<file path="config.mk">
export PLATFORM = sky130hd
export DESIGN_NAME = lane_layer
export DESIGN_NICKNAME = d
export VERILOG_FILES = /design/src/lane_pkg.sv /design/src/lane_layer.sv /design/src/lane_timer.sv /design/src/rx_err_counter.sv
export SDC_FILE = /design/constraint.sdc
export NUM_CORES = 1
export LEC_CHECK = 0
export BUFFER_PORTS_ARGS = -buffer_cell sky130_fd_sc_hd__buf_2
export CORE_UTILIZATION = 58
export DETAILED_ROUTE_END_ITERATION = 16
export PLACE_DENSITY = 0.95
export SLEW_MARGIN = 5
export SYNTH_ARGS = -nofsm -noshare
export SYNTH_HDL_FRONTEND = slang
export SYNTH_HIERARCHICAL = 1
export SYNTH_SLANG_ARGS = --single-unit
</file>
<file path="constraint.sdc">
create_clock -name ref_clk -period 7.45 [get_ports ref_clk]
set_input_delay 1.1175 -clock ref_clk [delete_from_list [all_inputs] [get_ports ref_clk]]
set_output_delay 1.1175 -clock ref_clk [all_outputs]
set_load 0.02 [all_outputs]
</file>
<file path="src/lane_pkg.sv">
package lane_pkg;
    // register map (byte addresses)
    localparam logic [7:0]  ctrl_addr          = 8'h00;
    localparam logic [7:0]  status_addr        = 8'h04;
    localparam logic [7:0]  rxerr_addr         = 8'h08;
    // control register fields
    localparam int          ctrl_full_reset    = 0;
    localparam int          ctrl_soft_reset    = 1;
    localparam int          ctrl_lane_start    = 2;
    localparam int          ctrl_self_go       = 3;
    localparam int          ctrl_sleep_req     = 4;
    localparam int          ctrl_loss_req      = 5;
    // status register fields
    localparam int          stat_state_lo      = 0;
    localparam int          stat_state_hi      = 3;
    localparam int          stat_hard_flag     = 4;
    localparam int          stat_locked        = 5;
    localparam int          stat_lane_ready    = 6;
    localparam int          stat_rx_invert     = 7;
    // line control word codes (arbitrary values)
    localparam logic [31:0] standby_word       = 32'h0000_00b1;
    localparam logic [31:0] lost_signal_word   = 32'h0000_00b2;
    // counts
    localparam logic [7:0]  rxerr_init         = 8'h08;
    localparam logic [7:0]  rxerr_max          = 8'hff;
    localparam logic [4:0]  rxerr_words_last   = 5'h1f;
    localparam logic [3:0]  consec_last        = 4'h7;
    localparam logic [5:0]  sleep_words_last   = 6'h1f;
    // timing
    localparam int          clk_mhz            = 50;
    localparam int          init_timeout_us    = 20;
    localparam int          quiet_time_us      = 2;
    localparam int          init_timeout_cyc   = init_timeout_us * clk_mhz;
    localparam int          quiet_time_cyc     = quiet_time_us * clk_mhz;
    // ahb
    localparam logic [1:0]  htrans_nonseq      = 2'h2;
    localparam logic [1:0]  htrans_seq         = 2'h3;

    typedef enum logic [3:0] {
        full_reset_state,
        line_quiet_state,
        disabled_state,
        wait_state,
        started_state,
        polarity_flip_state,
        connecting_state,
        connected_state,
        active_state,
        sleep_prepare_state,
        signal_gone_state
    } lane_state_e;
endpackage : lane_pkg

</file>
<file path="src/lane_layer.sv">
// Behaviour
// - an accepted send request puts its word out on the serial lane
// - ready to accept is signalled in the active state whenever the outgoing word slot is free
// - each word received in the active state goes upward with a one-cycle receive strobe
// - a lane status strobe accompanies every change of the lane status
// - receive error counter starts at eight and counts up on each error
// - receive error counter counts down once every thirty-two received words
// - counter at zero means clock-data recovery is locked
// - power-on reset or full-reset command enters the full reset state
// - full reset clears lane and config, sets hard flag, powers line down
// - full reset state moves straight to the line quiet state unless a new full-reset command is pending
// - line quiet entered after full reset and from anywhere on soft reset
// - 20 us start timeout sends start-up states back to line quiet
// - eight consecutive loss or standby words force line quiet
// - no signal in flip, connecting or connected states forces line quiet
// - sleep and signal-gone states leave after sending 32 of their words
// - line quiet starts a 2 us timer, powers line down, keeps config
// - line quiet turns off receive bit inversion
// - line quiet exits: full reset first, then timer expiry to disabled
// - disabled goes to wait on lane start or self go without reset
`timescale 1ns/1ns
module lane_layer (
    input  wire logic        ref_clk,
    input  wire logic        resetn,
    // ahb-lite slave
    input  wire logic        hsel,
    input  wire logic [7:0]  haddr,
    input  wire logic [1:0]  htrans,
    input  wire logic        hwrite,
    input  wire logic [2:0]  hsize,
    input  wire logic [31:0] hwdata,
    input  wire logic        hready,
    output logic             hreadyout,
    output logic [31:0]      hrdata,
    output logic             hresp,
    // upper layer side
    input  wire logic        tx_req,
    input  wire logic [31:0] tx_word,
    output logic             tx_ready,
    output logic             up_valid,
    output logic [31:0]      up_word,
    output logic             status_ind,
    output logic             status_ready,
    // line side
    output logic             line_valid,
    output logic [31:0]      line_word,
    input  wire logic        line_accept,
    input  wire logic        rx_valid,
    input  wire logic [31:0] rx_word,
    input  wire logic        rx_ctrl,
    input  wire logic        rx_err,
    input  wire logic        no_signal,
    input  wire logic        init_match,
    input  wire logic        init_inverse,
    output logic             rx_invert,
    output logic             tx_drv_en,
    output logic             tx_pll_en,
    output logic             rx_en,
    output logic             rx_cdr_en
);
    typedef struct packed {
        lane_pkg::lane_state_e state;
        logic                  hard_flag;
        logic                  lane_start;
        logic                  self_go;
        logic                  full_req;
        logic                  soft_req;
        logic                  sleep_req;
        logic                  loss_req;
        logic                  rx_invert;
        logic [3:0]            los_cnt;
        logic [3:0]            sby_cnt;
        logic [5:0]            sent_cnt;
        logic                  line_valid;
        logic [31:0]           line_word;
        logic                  tx_ready;
        logic                  up_valid;
        logic [31:0]           up_word;
        logic                  status_ind;
        logic                  status_ready;
        logic [3:0]            pwr;
        logic                  dph_wr;
        logic [7:0]            dph_addr;
        logic [31:0]           hrdata;
    } lane_s;

    lane_s       st_reg;
    lane_s       st_next;
    logic        init_expired;
    logic        quiet_expired;
    logic        err_locked;
    logic [7:0]  err_count;
    logic        enter;
    logic        los_word;
    logic        sby_word;
    logic        addr_ph;
    logic        startup;
    logic        slot_free;
    logic [31:0] status_val;
    logic [31:0] ctrl_val;

    // 20 us start-up timeout: runs from started until active
    lane_timer #(
        .CYCLES (lane_pkg::init_timeout_cyc)
    ) u_init_timer (
        .ref_clk (ref_clk),
        .resetn  (resetn),
        .start   (enter && st_next.state == lane_pkg::started_state),
        .stop    (st_reg.state == lane_pkg::active_state
                  || st_reg.state == lane_pkg::line_quiet_state),
        .expired (init_expired)
    );

    // 2 us line quiet timer
    lane_timer #(
        .CYCLES (lane_pkg::quiet_time_cyc)
    ) u_quiet_timer (
        .ref_clk (ref_clk),
        .resetn  (resetn),
        .start   (enter && st_next.state == lane_pkg::line_quiet_state),
        .stop    (st_reg.state != lane_pkg::line_quiet_state && !enter),
        .expired (quiet_expired)
    );

    // receive lock detection, reloaded on entry to started
    rx_err_counter u_rx_err (
        .ref_clk  (ref_clk),
        .resetn   (resetn),
        .load     (enter && st_next.state == lane_pkg::started_state),
        .rx_valid (rx_valid),
        .rx_err   (rx_err),
        .count    (err_count),
        .locked   (err_locked)
    );

    // register read values
    always_comb begin
        status_val = '0;
        status_val[lane_pkg::stat_state_hi:lane_pkg::stat_state_lo] = st_reg.state;
        status_val[lane_pkg::stat_hard_flag]  = st_reg.hard_flag;
        status_val[lane_pkg::stat_locked]     = err_locked;
        status_val[lane_pkg::stat_lane_ready] = st_reg.status_ready;
        status_val[lane_pkg::stat_rx_invert]  = st_reg.rx_invert;
        ctrl_val = '0;
        ctrl_val[lane_pkg::ctrl_lane_start]   = st_reg.lane_start;
        ctrl_val[lane_pkg::ctrl_self_go]      = st_reg.self_go;
    end

    assign addr_ph   = hsel && hready && (htrans == lane_pkg::htrans_nonseq
                                          || htrans == lane_pkg::htrans_seq);
    assign los_word  = rx_valid && rx_ctrl && rx_word == lane_pkg::lost_signal_word;
    assign sby_word  = rx_valid && rx_ctrl && rx_word == lane_pkg::standby_word;
    assign startup   = st_reg.state == lane_pkg::started_state
                       || st_reg.state == lane_pkg::polarity_flip_state
                       || st_reg.state == lane_pkg::connecting_state
                       || st_reg.state == lane_pkg::connected_state;
    assign slot_free = !st_reg.line_valid || line_accept;
    assign enter     = st_next.state != st_reg.state
                       || (st_reg.state == lane_pkg::line_quiet_state && st_reg.soft_req);

    // bus slave, lane state machine and data paths
    always_comb begin
        st_next            = st_reg;
        st_next.status_ind = 1'b0;
        st_next.up_valid   = 1'b0;

        // address phase: latch write target, prepare read data
        st_next.dph_wr   = addr_ph && hwrite;
        st_next.dph_addr = haddr;
        if (addr_ph && !hwrite) begin
            unique case (haddr)
                lane_pkg::ctrl_addr:   st_next.hrdata = ctrl_val;
                lane_pkg::status_addr: st_next.hrdata = status_val;
                lane_pkg::rxerr_addr:  st_next.hrdata = {24'h000000, err_count};
                default:               st_next.hrdata = '0;
            endcase
        end

        // data phase writes; command bits are requests held until acted on
        if (st_reg.dph_wr && st_reg.dph_addr == lane_pkg::ctrl_addr) begin
            st_next.lane_start = hwdata[lane_pkg::ctrl_lane_start];
            st_next.self_go    = hwdata[lane_pkg::ctrl_self_go];
            st_next.full_req   = st_reg.full_req | hwdata[lane_pkg::ctrl_full_reset];
            st_next.soft_req   = st_reg.soft_req | hwdata[lane_pkg::ctrl_soft_reset];
            st_next.sleep_req  = st_reg.sleep_req | hwdata[lane_pkg::ctrl_sleep_req];
            st_next.loss_req   = st_reg.loss_req | hwdata[lane_pkg::ctrl_loss_req];
        end
        if (st_reg.dph_wr && st_reg.dph_addr == lane_pkg::status_addr
            && hwdata[lane_pkg::stat_hard_flag]) begin
            st_next.hard_flag = 1'b0;
        end

        // consecutive loss / standby word counters
        if (rx_valid) begin
            st_next.los_cnt = los_word ? st_reg.los_cnt + 4'h1 : 4'h0;
            st_next.sby_cnt = sby_word ? st_reg.sby_cnt + 4'h1 : 4'h0;
        end

        // transmit slot drains when the line takes the word
        if (line_accept) begin
            st_next.line_valid = 1'b0;
        end

        // state transitions
        unique case (st_reg.state)
            lane_pkg::full_reset_state: begin
                st_next.state = lane_pkg::line_quiet_state;
            end
            lane_pkg::line_quiet_state: begin
                if (quiet_expired) begin
                    st_next.state = lane_pkg::disabled_state;
                end
            end
            lane_pkg::disabled_state: begin
                if (st_reg.lane_start || st_reg.self_go) begin
                    st_next.state = lane_pkg::wait_state;
                end
            end
            lane_pkg::wait_state: begin
                if (!st_reg.lane_start && !st_reg.self_go) begin
                    st_next.state = lane_pkg::disabled_state;
                end else if (st_reg.lane_start || !no_signal) begin
                    st_next.state = lane_pkg::started_state;
                end
            end
            lane_pkg::started_state: begin
                if (init_match) begin
                    st_next.state = lane_pkg::connecting_state;
                end else if (init_inverse) begin
                    st_next.state = lane_pkg::polarity_flip_state;
                end
            end
            lane_pkg::polarity_flip_state: begin
                st_next.rx_invert = 1'b1;
                st_next.state     = lane_pkg::started_state;
            end
            lane_pkg::connecting_state: begin
                if (err_locked) begin
                    st_next.state = lane_pkg::connected_state;
                end
            end
            lane_pkg::connected_state: begin
                if (init_match) begin
                    st_next.state = lane_pkg::active_state;
                end
            end
            lane_pkg::active_state: begin
                if (st_reg.sleep_req) begin
                    st_next.state     = lane_pkg::sleep_prepare_state;
                    st_next.sleep_req = 1'b0;
                    st_next.sent_cnt  = '0;
                end else if (st_reg.loss_req) begin
                    st_next.state    = lane_pkg::signal_gone_state;
                    st_next.loss_req = 1'b0;
                    st_next.sent_cnt = '0;
                end
            end
            lane_pkg::sleep_prepare_state, lane_pkg::signal_gone_state: begin
                if (slot_free) begin
                    st_next.line_valid = 1'b1;
                    st_next.line_word  = (st_reg.state == lane_pkg::sleep_prepare_state)
                                         ? lane_pkg::standby_word
                                         : lane_pkg::lost_signal_word;
                    st_next.sent_cnt   = st_reg.sent_cnt + 6'h01;
                    if (st_reg.sent_cnt == lane_pkg::sleep_words_last) begin
                        st_next.state = lane_pkg::line_quiet_state;
                    end
                end
            end
        endcase

        // overriding exits, lowest priority first
        if (startup && init_expired) begin
            st_next.state = lane_pkg::line_quiet_state;
        end
        if ((st_reg.state == lane_pkg::polarity_flip_state
             || st_reg.state == lane_pkg::connecting_state
             || st_reg.state == lane_pkg::connected_state) && no_signal) begin
            st_next.state = lane_pkg::line_quiet_state;
        end
        if (st_reg.state != lane_pkg::full_reset_state
            && ((los_word && st_reg.los_cnt == lane_pkg::consec_last)
                || (sby_word && st_reg.sby_cnt == lane_pkg::consec_last))) begin
            st_next.state = lane_pkg::line_quiet_state;
        end
        if (st_reg.soft_req) begin
            st_next.soft_req = 1'b0;
            st_next.state    = lane_pkg::line_quiet_state;
        end
        if (st_reg.full_req) begin
            st_next.full_req = 1'b0;
            st_next.state    = lane_pkg::full_reset_state;
        end

        // per-state actions
        unique case (st_reg.state)
            lane_pkg::full_reset_state: begin
                st_next.hard_flag  = 1'b1;
                st_next.lane_start = 1'b0;
                st_next.self_go    = 1'b0;
                st_next.rx_invert  = 1'b0;
                st_next.sleep_req  = 1'b0;
                st_next.loss_req   = 1'b0;
                st_next.line_valid = 1'b0;
                st_next.los_cnt    = '0;
                st_next.sby_cnt    = '0;
                st_next.pwr        = 4'h0;
            end
            lane_pkg::line_quiet_state: begin
                st_next.rx_invert  = 1'b0;
                st_next.line_valid = 1'b0;
                st_next.pwr        = 4'h0;
            end
            lane_pkg::disabled_state: st_next.pwr = 4'h0;
            lane_pkg::wait_state:     st_next.pwr = 4'h3; // receiver and recovery only
            default:                  st_next.pwr = 4'hf;
        endcase

        // upper layer transmit path: accept into the free slot
        if (st_reg.state == lane_pkg::active_state && tx_req && st_reg.tx_ready) begin
            st_next.line_valid = 1'b1;
            st_next.line_word  = tx_word;
        end
        st_next.tx_ready = st_next.state == lane_pkg::active_state
                           && !st_next.line_valid;

        // receive path, only while the lane is in use
        if (rx_valid && st_reg.state == lane_pkg::active_state) begin
            st_next.up_valid = 1'b1;
            st_next.up_word  = rx_word;
        end

        // lane status bit and change strobe
        st_next.status_ready = st_next.state == lane_pkg::active_state;
        st_next.status_ind   = st_next.status_ready != st_reg.status_ready;
    end

    // power-on reset lands in the full reset state
    always_ff @(posedge ref_clk or negedge resetn) begin
        if (!resetn) begin
            st_reg       <= '0;
            st_reg.state <= lane_pkg::full_reset_state;
        end else begin
            st_reg <= st_next;
        end
    end

    // outputs straight from state flops
    assign hreadyout    = 1'b1 | st_reg.dph_wr; // zero wait states
    assign hrdata       = st_reg.hrdata;
    assign hresp        = 1'b0 & st_reg.dph_wr;
    assign tx_ready     = st_reg.tx_ready;
    assign up_valid     = st_reg.up_valid;
    assign up_word      = st_reg.up_word;
    assign status_ind   = st_reg.status_ind;
    assign status_ready = st_reg.status_ready;
    assign line_valid   = st_reg.line_valid;
    assign line_word    = st_reg.line_word;
    assign rx_invert    = st_reg.rx_invert;
    assign tx_drv_en    = st_reg.pwr[3];
    assign tx_pll_en    = st_reg.pwr[2];
    assign rx_en        = st_reg.pwr[1];
    assign rx_cdr_en    = st_reg.pwr[0];
endmodule : lane_layer

</file>
<file path="src/lane_timer.sv">
`timescale 1ns/1ns
// one-shot cycle counter: start loads, stop halts, done holds after expiry
module lane_timer #(
    parameter int unsigned CYCLES = 100
) (
    input  wire logic ref_clk,
    input  wire logic resetn,
    input  wire logic start,
    input  wire logic stop,
    output logic      expired
);
    typedef struct packed {
        logic [15:0] cnt;
        logic        run;
    } tmr_s;

    tmr_s st_reg;
    tmr_s st_next;

    // load, count down, report expiry once count reaches zero
    always_comb begin
        st_next = st_reg;
        if (start) begin
            st_next.cnt = 16'(CYCLES - 1);
            st_next.run = 1'b1;
        end else if (stop) begin
            st_next.run = 1'b0;
        end else if (st_reg.run && st_reg.cnt != 16'h0000) begin
            st_next.cnt = st_reg.cnt - 16'h0001;
        end
    end

    always_ff @(posedge ref_clk or negedge resetn) begin
        if (!resetn) begin
            st_reg <= '0;
        end else begin
            st_reg <= st_next;
        end
    end

    assign expired = st_reg.run && (st_reg.cnt == 16'h0000);
endmodule : lane_timer

</file>
<file path="src/rx_err_counter.sv">
`timescale 1ns/1ns
// clock-data recovery lock check: +1 per error, -1 per 32 words, locked at zero
module rx_err_counter (
    input  wire logic       ref_clk,
    input  wire logic       resetn,
    input  wire logic       load,
    input  wire logic       rx_valid,
    input  wire logic       rx_err,
    output logic [7:0]      count,
    output logic            locked
);
    typedef struct packed {
        logic [7:0] cnt;
        logic [4:0] words;
    } errc_s;

    errc_s st_reg;
    errc_s st_next;
    logic  dec;

    // error increments win over the word-count decrement in the same cycle
    always_comb begin
        st_next = st_reg;
        dec     = 1'b0;
        if (load) begin
            st_next.cnt   = lane_pkg::rxerr_init;
            st_next.words = '0;
        end else begin
            if (rx_valid) begin
                st_next.words = st_reg.words + 5'h01;
                dec = (st_reg.words == lane_pkg::rxerr_words_last);
            end
            if (rx_err && st_reg.cnt != lane_pkg::rxerr_max) begin
                st_next.cnt = st_reg.cnt + 8'h01;
            end else if (dec && st_reg.cnt != 8'h00) begin
                st_next.cnt = st_reg.cnt - 8'h01;
            end
        end
    end

    always_ff @(posedge ref_clk or negedge resetn) begin
        if (!resetn) begin
            st_reg <= '{cnt: lane_pkg::rxerr_init, words: 5'h00};
        end else begin
            st_reg <= st_next;
        end
    end

    assign count  = st_reg.cnt;
    assign locked = (st_reg.cnt == 8'h00);
endmodule : rx_err_counter
</file>
# Word-level counts from Yosys, hierarchy flattened
# Index checks and enable logic that the tools add are counted.
# classes
multipliers	0
mux	60
shifts	0
div	0
add_sub_neg	8
n_eq_ne	32
reduce_logical	81
order_cmp	0
bitwise_logic	4
# ops
op	count
2-to-1 mux 33 bit	3
2-to-1 mux 4 bit	19
equality test 32 x 8 -> 1 bit (second input constant)	2
2-to-1 mux 16 bit	4
case mux 4 bit (10 select lines)	1
2-to-1 mux 39 bit	1
2-to-1 mux 17 bit	2
zero test 16 bit	2
2-to-1 mux 8 bit	4
nonzero test 16 bit	2
subtractor 16 x 1 -> 16 bit (second input constant)	2
logical AND 1 bit	30
equality test 4 x 3 -> 1 bit (second input constant)	7
nonzero test 2 bit	14
zero test 8 bit	3
case mux 8 bit (3 select lines)	1
2-to-1 mux 6 bit	3
equality test 4 bit (second input constant)	4
equality test 8 x 3 -> 1 bit (second input constant)	2
2-to-1 mux 1 bit	14
2-to-1 mux 13 bit	1
logical OR 1 bit	12
case mux 6 bit (2 select lines)	1
adder 4 x 1 -> 4 bit (second input constant)	2
31 further kinds	49
# totals
mem_count	0
word_cells	214
latch_bits	0
inputBits	122
out_inout_bits	108
mem_bits_rw	0
mem_bits_ro	0
reg_bits	187

# Longest topological paths before layout
# Gate-level depths: netlist (run 1).
# depth
depth_word	18
mapped_depth	18
mapped_depth_nobuf	14

# Modules after synthesis
# The synthesis (run 1) kept the hierarchy.
# modules_own_cells
mod	n_inst	area_each_um2	seq_area_each_um2	cells_each
lane_layer	1	5859.4	2852.7	532
lane_timer (u_init_timer)	1	1073.5	425.4	116
lane_timer (u_quiet_timer)	1	992.2	425.4	101
rx_err_counter	1	982.2	326.6	105

# Worst setup path after synthesis (run 1)
# No wires, ideal clock.
# synth_timing
path_type	input -> register
from	in rx_word[19]
to	reg u_quiet_timer/st_reg[13] (netlist name)
arrival_time_ns	3.832
slack_ns	3.541
setup_time_ns	0.077
required_ns	7.373
n_path_buf	2
stages	12
path_cell_list	or4_4 -> nor3_4 -> nand4_2 -> and4_4 -> buf_6 -> xnor2_1 -> and4b_1 -> nor2b_1 -> clkbuf_1 -> nand2_1 -> or4_2 -> a21oi_1
# synth_rtl
element	line	source
start: declaration	lane_layer.sv:49	input wire logic [31:0] rx_word,
end signal: assignment	lane_timer.sv:37	st_reg <= st_next;
end: declaration	lane_timer.sv:17	tmr_s st_reg;

# Worst setup path after layout (run 1)
# layout_timing
from	reg u_init_timer/st_reg[1] (netlist name)
to	reg u_quiet_timer/st_reg[13] (netlist name)
# layout_between
elab_chain_len	14
elab_cells_between_ends	18
classes_between	eq/ne: 3; mux: 6; reduce/logical: 9
# layout_lines
element	line	source
start: declaration	lane_timer.sv:17	
start signal: assignment	lane_timer.sv:37	
zero test 16 bit (*)	lane_timer.sv:41	assign expired = st_reg.run && (st_reg.cnt == 16'h0000);
logical AND 1 bit (*)	lane_timer.sv:41	
named net init_expired	lane_layer.sv:89	logic init_expired;
logical AND 1 bit (*)	lane_layer.sv:273	if (startup && init_expired) begin
2-to-1 mux 4 bit (*)	lane_layer.sv:273	
2-to-1 mux 4 bit (*)	lane_layer.sv:276	if ((st_reg.state == lane_pkg::polarity_flip_state
2-to-1 mux 4 bit (*)	lane_layer.sv:281	if (st_reg.state != lane_pkg::full_reset_state
2-to-1 mux 4 bit (*)	lane_layer.sv:286	if (st_reg.soft_req) begin
2-to-1 mux 4 bit (*)	lane_layer.sv:290	if (st_reg.full_req) begin
!= test 4 bit	lane_layer.sv:158	assign enter = st_next.state != st_reg.state
logical OR 1 bit	lane_layer.sv:159	|| (st_reg.state == lane_pkg::line_quiet_state && st_reg.soft_req);
zero test 1 bit	lane_layer.sv:121	.stop (st_reg.state != lane_pkg::line_quiet_state && !enter),
logical AND 1 bit	lane_layer.sv:121	
!= test 2 x 1 -> 1 bit (no source line)	n/a	
AND reduction 2 bit (no source line)	n/a	
# Mark *: on every way through the listed nets, which the timed path passes. The rest lies on a longest branch.
# A chain may end at the register's enable or synchronous reset.

==> results of run 1 <==
[cell type report]
class,count,area share (%)
clock inverters,11,1.32
multi-input cells,554,39.7
well taps,184,2.37
repair buffers,181,9.58
clock buffers,21,4.73
flip-flops and latches,161,41.4
inverters,21,0.810
diodes,1,0.0257
[cells in the final DEF, fill, tap and decap left out, types with 6 or more instances in the layout]
cell,instances
sky130_fd_sc_hd__a211oi_1,8
sky130_fd_sc_hd__and3_1,7
sky130_fd_sc_hd__nand3_1,13
sky130_fd_sc_hd__o31ai_1,14
sky130_fd_sc_hd__dfrtp_1,160
sky130_fd_sc_hd__o21ai_0,34
sky130_fd_sc_hd__nor3_1,9
sky130_fd_sc_hd__inv_1,19
sky130_fd_sc_hd__buf_2,172
sky130_fd_sc_hd__nor2_1,58
sky130_fd_sc_hd__mux2_2,36
sky130_fd_sc_hd__mux2i_1,13
sky130_fd_sc_hd__a22oi_1,6
sky130_fd_sc_hd__nand2b_1,12
sky130_fd_sc_hd__a21oi_1,40
sky130_fd_sc_hd__ha_1,13
sky130_fd_sc_hd__nand2_1,38
sky130_fd_sc_hd__clkbuf_16,17
sky130_fd_sc_hd__or4_1,15
sky130_fd_sc_hd__nor4_1,15
sky130_fd_sc_hd__xor2_1,6
sky130_fd_sc_hd__conb_1,26
sky130_fd_sc_hd__nand4_1,12
sky130_fd_sc_hd__a22o_1,30
sky130_fd_sc_hd__buf_4,8
sky130_fd_sc_hd__nor2b_1,26
sky130_fd_sc_hd__or3_1,10
[stage by stage]
stage | total power, mW | setup WS, ns | utilization [%]
floorplan | 1.56 | 3.54 | -
global placement | 1.62 | 2.95 | 61.9
detailed placement | 1.66 | 2.79 | 61.9
CTS | 2.54 | 2.68 | 65.9
global route | 2.67 | 2.28 | 65.9
finish | 2.54 | 2.61 | 65.9
[final timing paths]
check                                       start                  endpoint  slack (ns)
hold reg to reg                         hrdata[7]                 hrdata[7]        0.48
max in group asynchronous                  resetn               st_reg[124]        5.27
hold / removal                          hrdata[7]                 hrdata[7]        0.48
setup reg to reg           u_init_timer/st_reg[1]  u_quiet_timer/st_reg[13]        2.61
setup / recovery           u_init_timer/st_reg[1]  u_quiet_timer/st_reg[13]        2.61
min in group asynchronous                  resetn                 hrdata[4]        0.72
[where the power goes]
group / switching, mW / internal, mW / total (mW)
Clock: 0.357 / 0.515 / 0.872
Combinational: 0.373 / 0.252 / 0.625
Sequential: 0.0966 / 0.946 / 1.04
Total: 0.827 / 1.71 / 2.54
[cells in the mapped netlist, types with 4 or more instances]
cell type | instances | area (um2)
sky130_fd_sc_hd__nand4_1 | 12 | 75.1
sky130_fd_sc_hd__dfrtp_1 | 160 | 4000
sky130_fd_sc_hd__nor2b_1 | 26 | 163
sky130_fd_sc_hd__nor2_1 | 59 | 221
sky130_fd_sc_hd__inv_1 | 19 | 71.3
sky130_fd_sc_hd__o21a_1 | 5 | 37.5
sky130_fd_sc_hd__buf_2 | 6 | 30.0
sky130_fd_sc_hd__a22oi_1 | 6 | 45.0
sky130_fd_sc_hd__nor4b_1 | 4 | 35.0
sky130_fd_sc_hd__a211oi_1 | 9 | 67.6
sky130_fd_sc_hd__and3_1 | 7 | 43.8
sky130_fd_sc_hd__nand2b_1 | 12 | 75.1
sky130_fd_sc_hd__nand4b_1 | 5 | 43.8
sky130_fd_sc_hd__o41ai_1 | 5 | 43.8
sky130_fd_sc_hd__xor2_1 | 6 | 52.6
sky130_fd_sc_hd__clkbuf_1 | 12 | 45.0
sky130_fd_sc_hd__and4_1 | 5 | 43.8
sky130_fd_sc_hd__nor4_1 | 15 | 93.8
sky130_fd_sc_hd__o31ai_1 | 14 | 105
sky130_fd_sc_hd__or4_1 | 15 | 113
sky130_fd_sc_hd__buf_6 | 9 | 101
sky130_fd_sc_hd__a21o_1 | 5 | 37.5
sky130_fd_sc_hd__o21ai_0 | 34 | 170
sky130_fd_sc_hd__or3_1 | 10 | 62.6
sky130_fd_sc_hd__a21oi_1 | 40 | 200
sky130_fd_sc_hd__nand3_1 | 13 | 65.1
sky130_fd_sc_hd__nor3_1 | 9 | 45.0
sky130_fd_sc_hd__mux2i_1 | 13 | 130
sky130_fd_sc_hd__mux2_2 | 36 | 405
sky130_fd_sc_hd__a22o_1 | 30 | 263
sky130_fd_sc_hd__nand3b_1 | 5 | 37.5
sky130_fd_sc_hd__buf_4 | 111 | 833
sky130_fd_sc_hd__xnor2_1 | 4 | 35.0
sky130_fd_sc_hd__ha_1 | 13 | 163
sky130_fd_sc_hd__nand2_1 | 38 | 143
[routing by layer]
metal	vias to the layer above	global-route usage (%)	routed length (um)
met5	-	0	0
met4	0	11.9	663
met3	56	6.92	1180
met2	291	41.3	9630
met1	3298	31.9	8010
li1	3157	-	-
[logic make-up (layout without fill, tap and decap cells)]
family,Yosys count,count (layout)
multiplexers,51,51
XOR/XNOR,10,10
AO/OA/AOI/OAI,179,179
flip-flops,161,161
adder cells (fa/ha/maj),14,14
other,2,27
buffers and inverters,163,234
AND/OR/NAND/NOR,274,274
[worst max-delay path, delay by kind of cell, from the launching register on]
kind | cells | cell delay [ns]
AO/OA/AOI/OAI | 4 | 0.75
buffers and inverters | 1 | 0.09
flip-flops | 1 | 0.41
adder cells (fa/ha/maj) | 1 | 0.18
AND/OR/NAND/NOR | 8 | 3.30
==> out/summary.md, run 1 <==
After routing, the total negative slack on setup checks comes to 0 ns. Synthesis inferred 161 register bits. At the worst endpoint, the required time is 7.79 ns.

Element type at the critical path start: a register. The area taken by flip-flops and latches is 4030 um2, and the final wirelength is 19500 um. The run finished with clean final reports. The Yosys step of the flow raised 6 warnings.

STA classifies the critical path endpoint as a register. The async set-reset flop share out of synthesis was 100%; the total die area was 15900 um2. The global-route total usage across every layer came out at 25.5%. The tree is rooted in a sky130_fd_sc_hd__clkbuf_16. The largest stage delay on the critical path works out to 0.67 ns.

Buffers added to address setup during post-CTS repair amount to 0. The xor and xnor area share after synthesis is 0.983%, and the clock-pin slew reported for the worst setup and hold paths after clock tree synthesis is 0.06 ns. The standard cell with the maximum stage delay on the critical path was sky130_fd_sc_hd__or4_2.

The tools report the DRC violations left as 0. Leakage power: 4.81 nW. Entering global routing, the biggest net connects 88 pins. By area, the combinational part of the netlist is dominated by simple AND/OR/NAND/NOR gates. The floorplan has 44 rows. Counting flops with a built-in enable in the synthesized netlist gives 0. The multi-input combinational cells in the finished layout cover a total of 3870 um2. The adder and majority gate portion of the synthesized area was 2.05%; the number of nets in the finished design was 1072. From synthesis to final layout, the design area changed by 9.23%. The transition at the pin with the smallest max-transition slack is 1.07 ns.

Dividing total power by cell area gives a power density of 261 nW/um2. Biggest fanout along the worst timing path: 12. Across the run, the number of max-cap violations was 0. The number of buffers on the longest clock path came out at 2.

After detailed routing, the number of vias per cell comes to 6.00. The number of hold buffers added after cts came out at 0. The count of filler cells inserted in the layout was 1082; the placer congestion estimate was 0.911. Detailed placement ended at an HPWL of 13700 um. The path category of the worst min-delay check was register to register.

The fraction of the mapped netlist area in simple logic gates works out to 18.8%. 230 I/O pins were placed. The run gives 0.43 ns as the worst-skew pair later-pin latency. Clock tree synthesis inserted a total of 17 buffers. For the number of optimization iterations in the first detailed-route pass, the log shows 5. The finished cells cover 9730 um2.

Final cycle utilization of the critical path: 64.9%. The run gives 0.485 ns as the final-layout worst hold slack. The tree built by TritonCTS fans out to 161 sinks. The type of the setup path with the least slack is register to register. The relative slew slack was 28.7%.

TritonCTS built the clock tree. The average size of a mapped cell was 10.4 um2; the final cell count without fillers was 1134. VDD sags by at most 0.228 mV. Setup repair after global routing left no endpoint under its margin.

Counting I/O delays and the setup requirement, the final critical path takes 4.84 ns. The H-tree generated during clock tree synthesis spans 4 levels. The initial standard-cell utilization of the core is 60.4%. The sequential cell area fraction in the yosys report is 45.2%, and the mux share of post-synthesis cell area is 6.31%. For the number of instances in the synthesized netlist, the log shows 854. The critical path goes through inv_1, ha_1, or3b_1, nor4_4, and3_1, a221oi_1, and3_2, o211ai_1, a222oi_1, and4b_1, nor2b_1, nand2_1, or4_2, a21oi_1.

The core box area was 14800 um2. In this run the cell area of the synthesized design comes to 8910 um2. The synthesized netlist devotes 14.0% of its cell area to compound gates. Measured along the y axis, the die boundary spans 126 um. The logs give 0 for the number of gates resized after cts and 5.18 ns for the endpoint arrival time on the critical path. The logs give 0 for the number of slew-limit violations in the final report and 86 for the count of unique library cells instantiated by Yosys. In the final routed layout, each cell accounts on average for 17.2 um. The number of cells on the worst reg-to-reg path is 14. The number of DRC markers after the initial detailed-route iteration is 570.

For the final count of hold timing violations, the log shows 0. The total number of vias is 6802. The worst hold path was traced through 2 stages. In the final layout, the share of cells above drive strength 1 is 30.0%. The number of global-route vias before repair was 6539; the post-detailed-placement cell area was 9140 um2. The port buffer count works out to 173. In the synthesized netlist the dominant register cell turns out to be sky130_fd_sc_hd__dfrtp_1. The final global-route overflow total is 0, and the wire length of the first global-routing pass is 32200 um. The residual antenna-violating net count after detailed routing came out at 0. Once placement completed, the tool counted placed cells totaling 1101.

The clock skew after layout was 0.0104 ns; the final-report setup violation count was 0. The die extent in x was 126 um; the maximum operating frequency was 207 MHz. The run gives 1 as the initial antenna violation count.
(Power assumes the default switching activity.)
==> run 2, diff against run 1 <==
- CORE_UTILIZATION: 58 -> 54
- PLACE_DENSITY: 0.95 -> 0.91
- clock period: 7.45 -> 5.1 ns (I/O delays scaled with it)
==> run 2 against run 1 <==
Setup slack got worse by 1.9 ns. Total power up 44%. Register-to-register slack got worse by 1.9 ns. Highest routed layer is now met5.
==> out/summary.md, run 2 (same netlist as run 1, synthesis figures left out) <==
The flow ran to the end, and the final reports show no timing, DRC or antenna violations. Setup repair after global routing left no endpoint under its margin. The number of optimization iterations in the first detailed-route pass is 5, and the port buffer count is 173. The net switching component of the power is 1.20 mW, and the internal power consumption is 2.46 mW. Sequential cells account for 41.6% of the total power.

The largest single stage delay on the critical path is 0.64 ns. The number of hold buffers added after cts is 0, and the number of DRC markers after the initial detailed-route iteration is 446. The initial utilization of the core area, before any placement, comes to 55.7%.

The clock network fraction of total power is 34.0%. Cell chosen for the clock root: sky130_fd_sc_hd__clkbuf_16. For the endpoint arrival time on the critical path, the log shows 4.73 ns. The core box area is 16000 um2, and the leakage power is 4.81 nW.

For the number of gates resized after cts, the log shows 0. Global routing used 23.6% of the available tracks. Setup slack of the most critical reg-to-reg path: 0.72 ns. The DRC violations left was 0; the number of clock buffers inserted by TritonCTS was 17. In this run the post-CTS setup repair buffer count came out at 0. The library cells used most frequently in the layout, excluding fill and tap cells, are sky130_fd_sc_hd__buf_2, sky130_fd_sc_hd__dfrtp_1, sky130_fd_sc_hd__nor2_1.

Required time of the critical path: 5.45 ns. Switching power as a share of total power: 32.7%. The critical path endpoint category was a register. The wire length of the first global-routing pass came out at 31100 um. In the final design database the tool counted 1075 nets. The area added between synthesis and finish is 9.83%, and the relative slew slack is 26.3%. The final count of hold timing violations is 0, and the clock-pin slew reported for the worst setup and hold paths after clock tree synthesis is 0.06 ns. The number of global-route vias before repair is 6414, and the utilization after layout is 61.1%.

The library cell used most frequently in the layout, excluding fill and tap cells, is sky130_fd_sc_hd__buf_2. The signal on the critical path passes through inv_1, ha_1, or3b_1, nor4_4, and3_1, a221oi_1, and3_2, o211ai_1, a222oi_1, and4b_1, nor2b_1, nand4_1, or4_2, a21oi_1. Across the run, the number of max-cap violations was 0. The die covers 17000 um2.

The critical path is of the register to register type. The congestion estimate from routability-driven global placement came to 0.895. The die height works out to 130 um.

The biggest fanout along the worst timing path was 7; the number of slew-limit violations in the final report was 0. The tools report the maximum operating frequency as 228 MHz. 230 I/O pins were placed. The tools report the maximum number of pins on one net before global-route repair as 61. TritonCTS built the clock tree. The depth of the CTS H-tree is 4, and the combined area of the multi-input logic cells is 3870 um2. Dividing the detail-routed via count by the number of cells gives 5.84. The final route contains 6824 vias.

In the final layout, flip-flops and latches occupy 4030 um2. The standard cell with the maximum stage delay on the critical path was sky130_fd_sc_hd__or4_2. The total power divided by cell area was 374 nW/um2. The number of buffers on the longest clock path is 2. Summed over all nets, the half-perimeter wirelength after detailed placement is 14000 um.

The worst path needs 4.38 ns of the cycle, external delays included. The share of layout cells above drive strength 1 works out to 30.4%. Setup violations remaining at the end of the flow were counted as 0. For the initial antenna violation count, the log shows 2. The worst-skew pair later-pin latency came out at 0.43 ns. In this run the cell area measured after placement is 9200 um2.

The tools report the final global-route overflow total as 0. The number of placed instances, taps included, is 1136. Across the VDD grid, the largest voltage drop is 0.289 mV. Between clock sinks in the finished design, the worst skew comes to 0.0162 ns.

The count of filler cells inserted in the layout was 1297. In this run, the combinational gates consume 24.4% of the power. The count of nets left with antenna violations once routing finished came out at 0. The element type at the critical path start was a register.

The total clock sinks is 161. For the pin with the worst max-slew slack, the measured transition is 1.10 ns. The tools report the final wirelength as 19600 um. For the area of all placed cells without fillers, the log shows 9780 um2. Dividing the final minimum period by the clock period gives 85.9%. The die extent in x was 130 um. Excluding fillers, the count of instances in the completed layout stands at 1169.

Summed over all failing endpoints, the final setup total negative slack is 0 ns. Row generation in the floorplan step produced 46 rows. The path category of the worst min-delay check is input port to asynchronous set/reset pin. After detailed routing, the average wire length per cell comes to 16.7 um.
-- run 2: power by group through the flow --
stage               Clock [mW]  Combinational (mW)  Sequential, mW
detailed placement           0               0.877            1.54
floorplan                    0               0.780            1.49
finish                    1.24               0.894            1.52
global route              1.32               0.998            1.54
global placement             0               0.845            1.53
CTS                       1.26               0.888            1.51
-- run 2: layer usage --
metal	GRT usage, %	vias up	share of wire [%]
li1	-	3164	-
met2	38.2	279	48
met5	0	-	0.066
met4	12.6	2	3.9
met3	4.97	54	5.8
met1	29.9	3325	42
-- run 2: path summary, 6_finish.rpt --
check / depth (start not counted) / from / endpoint
setup / recovery: 14 / u_init_timer/st_reg[1] / u_quiet_timer/st_reg[12]
setup reg to reg: 14 / u_init_timer/st_reg[1] / u_quiet_timer/st_reg[12]
hold / removal: 1 / resetn / u_rx_err/count[1]
hold reg to reg: 1 / st_reg[34] / st_reg[131]
min in group ref_clk: 1 / st_reg[34] / st_reg[131]
max in group asynchronous: 2 / resetn / u_quiet_timer/st_reg[13]
-- run 2: cell type report --
| class | count | area share, % |
|---|---|---|
| Antenna cell | 1 | 0.0256 |
| Tap cell | 216 | 2.76 |
| Clock inverter | 12 | 1.27 |
| Timing Repair Buffer | 184 | 9.76 |
| Multi-Input combinational cell | 554 | 39.5 |
| Clock buffer | 20 | 4.67 |
| Inverter | 21 | 0.806 |
| Sequential cell | 161 | 41.2 |
-- run 2: stage by stage --
stage | hold WS (ns) | setup slack, ns | power (mW)
after floorplan | 0.432 | 1.28 | 2.27
after global placement | 0.454 | 0.974 | 2.38
after detailed placement | 0.452 | 0.779 | 2.41
after CTS | 0.262 | 0.784 | 3.67
after global routing | 0.275 | 0.448 | 3.85
final | 0.250 | 0.717 | 3.66
-- run 2: worst max-delay path, delay by kind of cell (launching register included) --
kind	cells	cell delay, ns
AOI/OAI and AO/OA	4	0.70
buffers and inverters	1	0.09
and+or+nand+nor	8	2.91
DFF	1	0.41
adders and majority gates	1	0.20
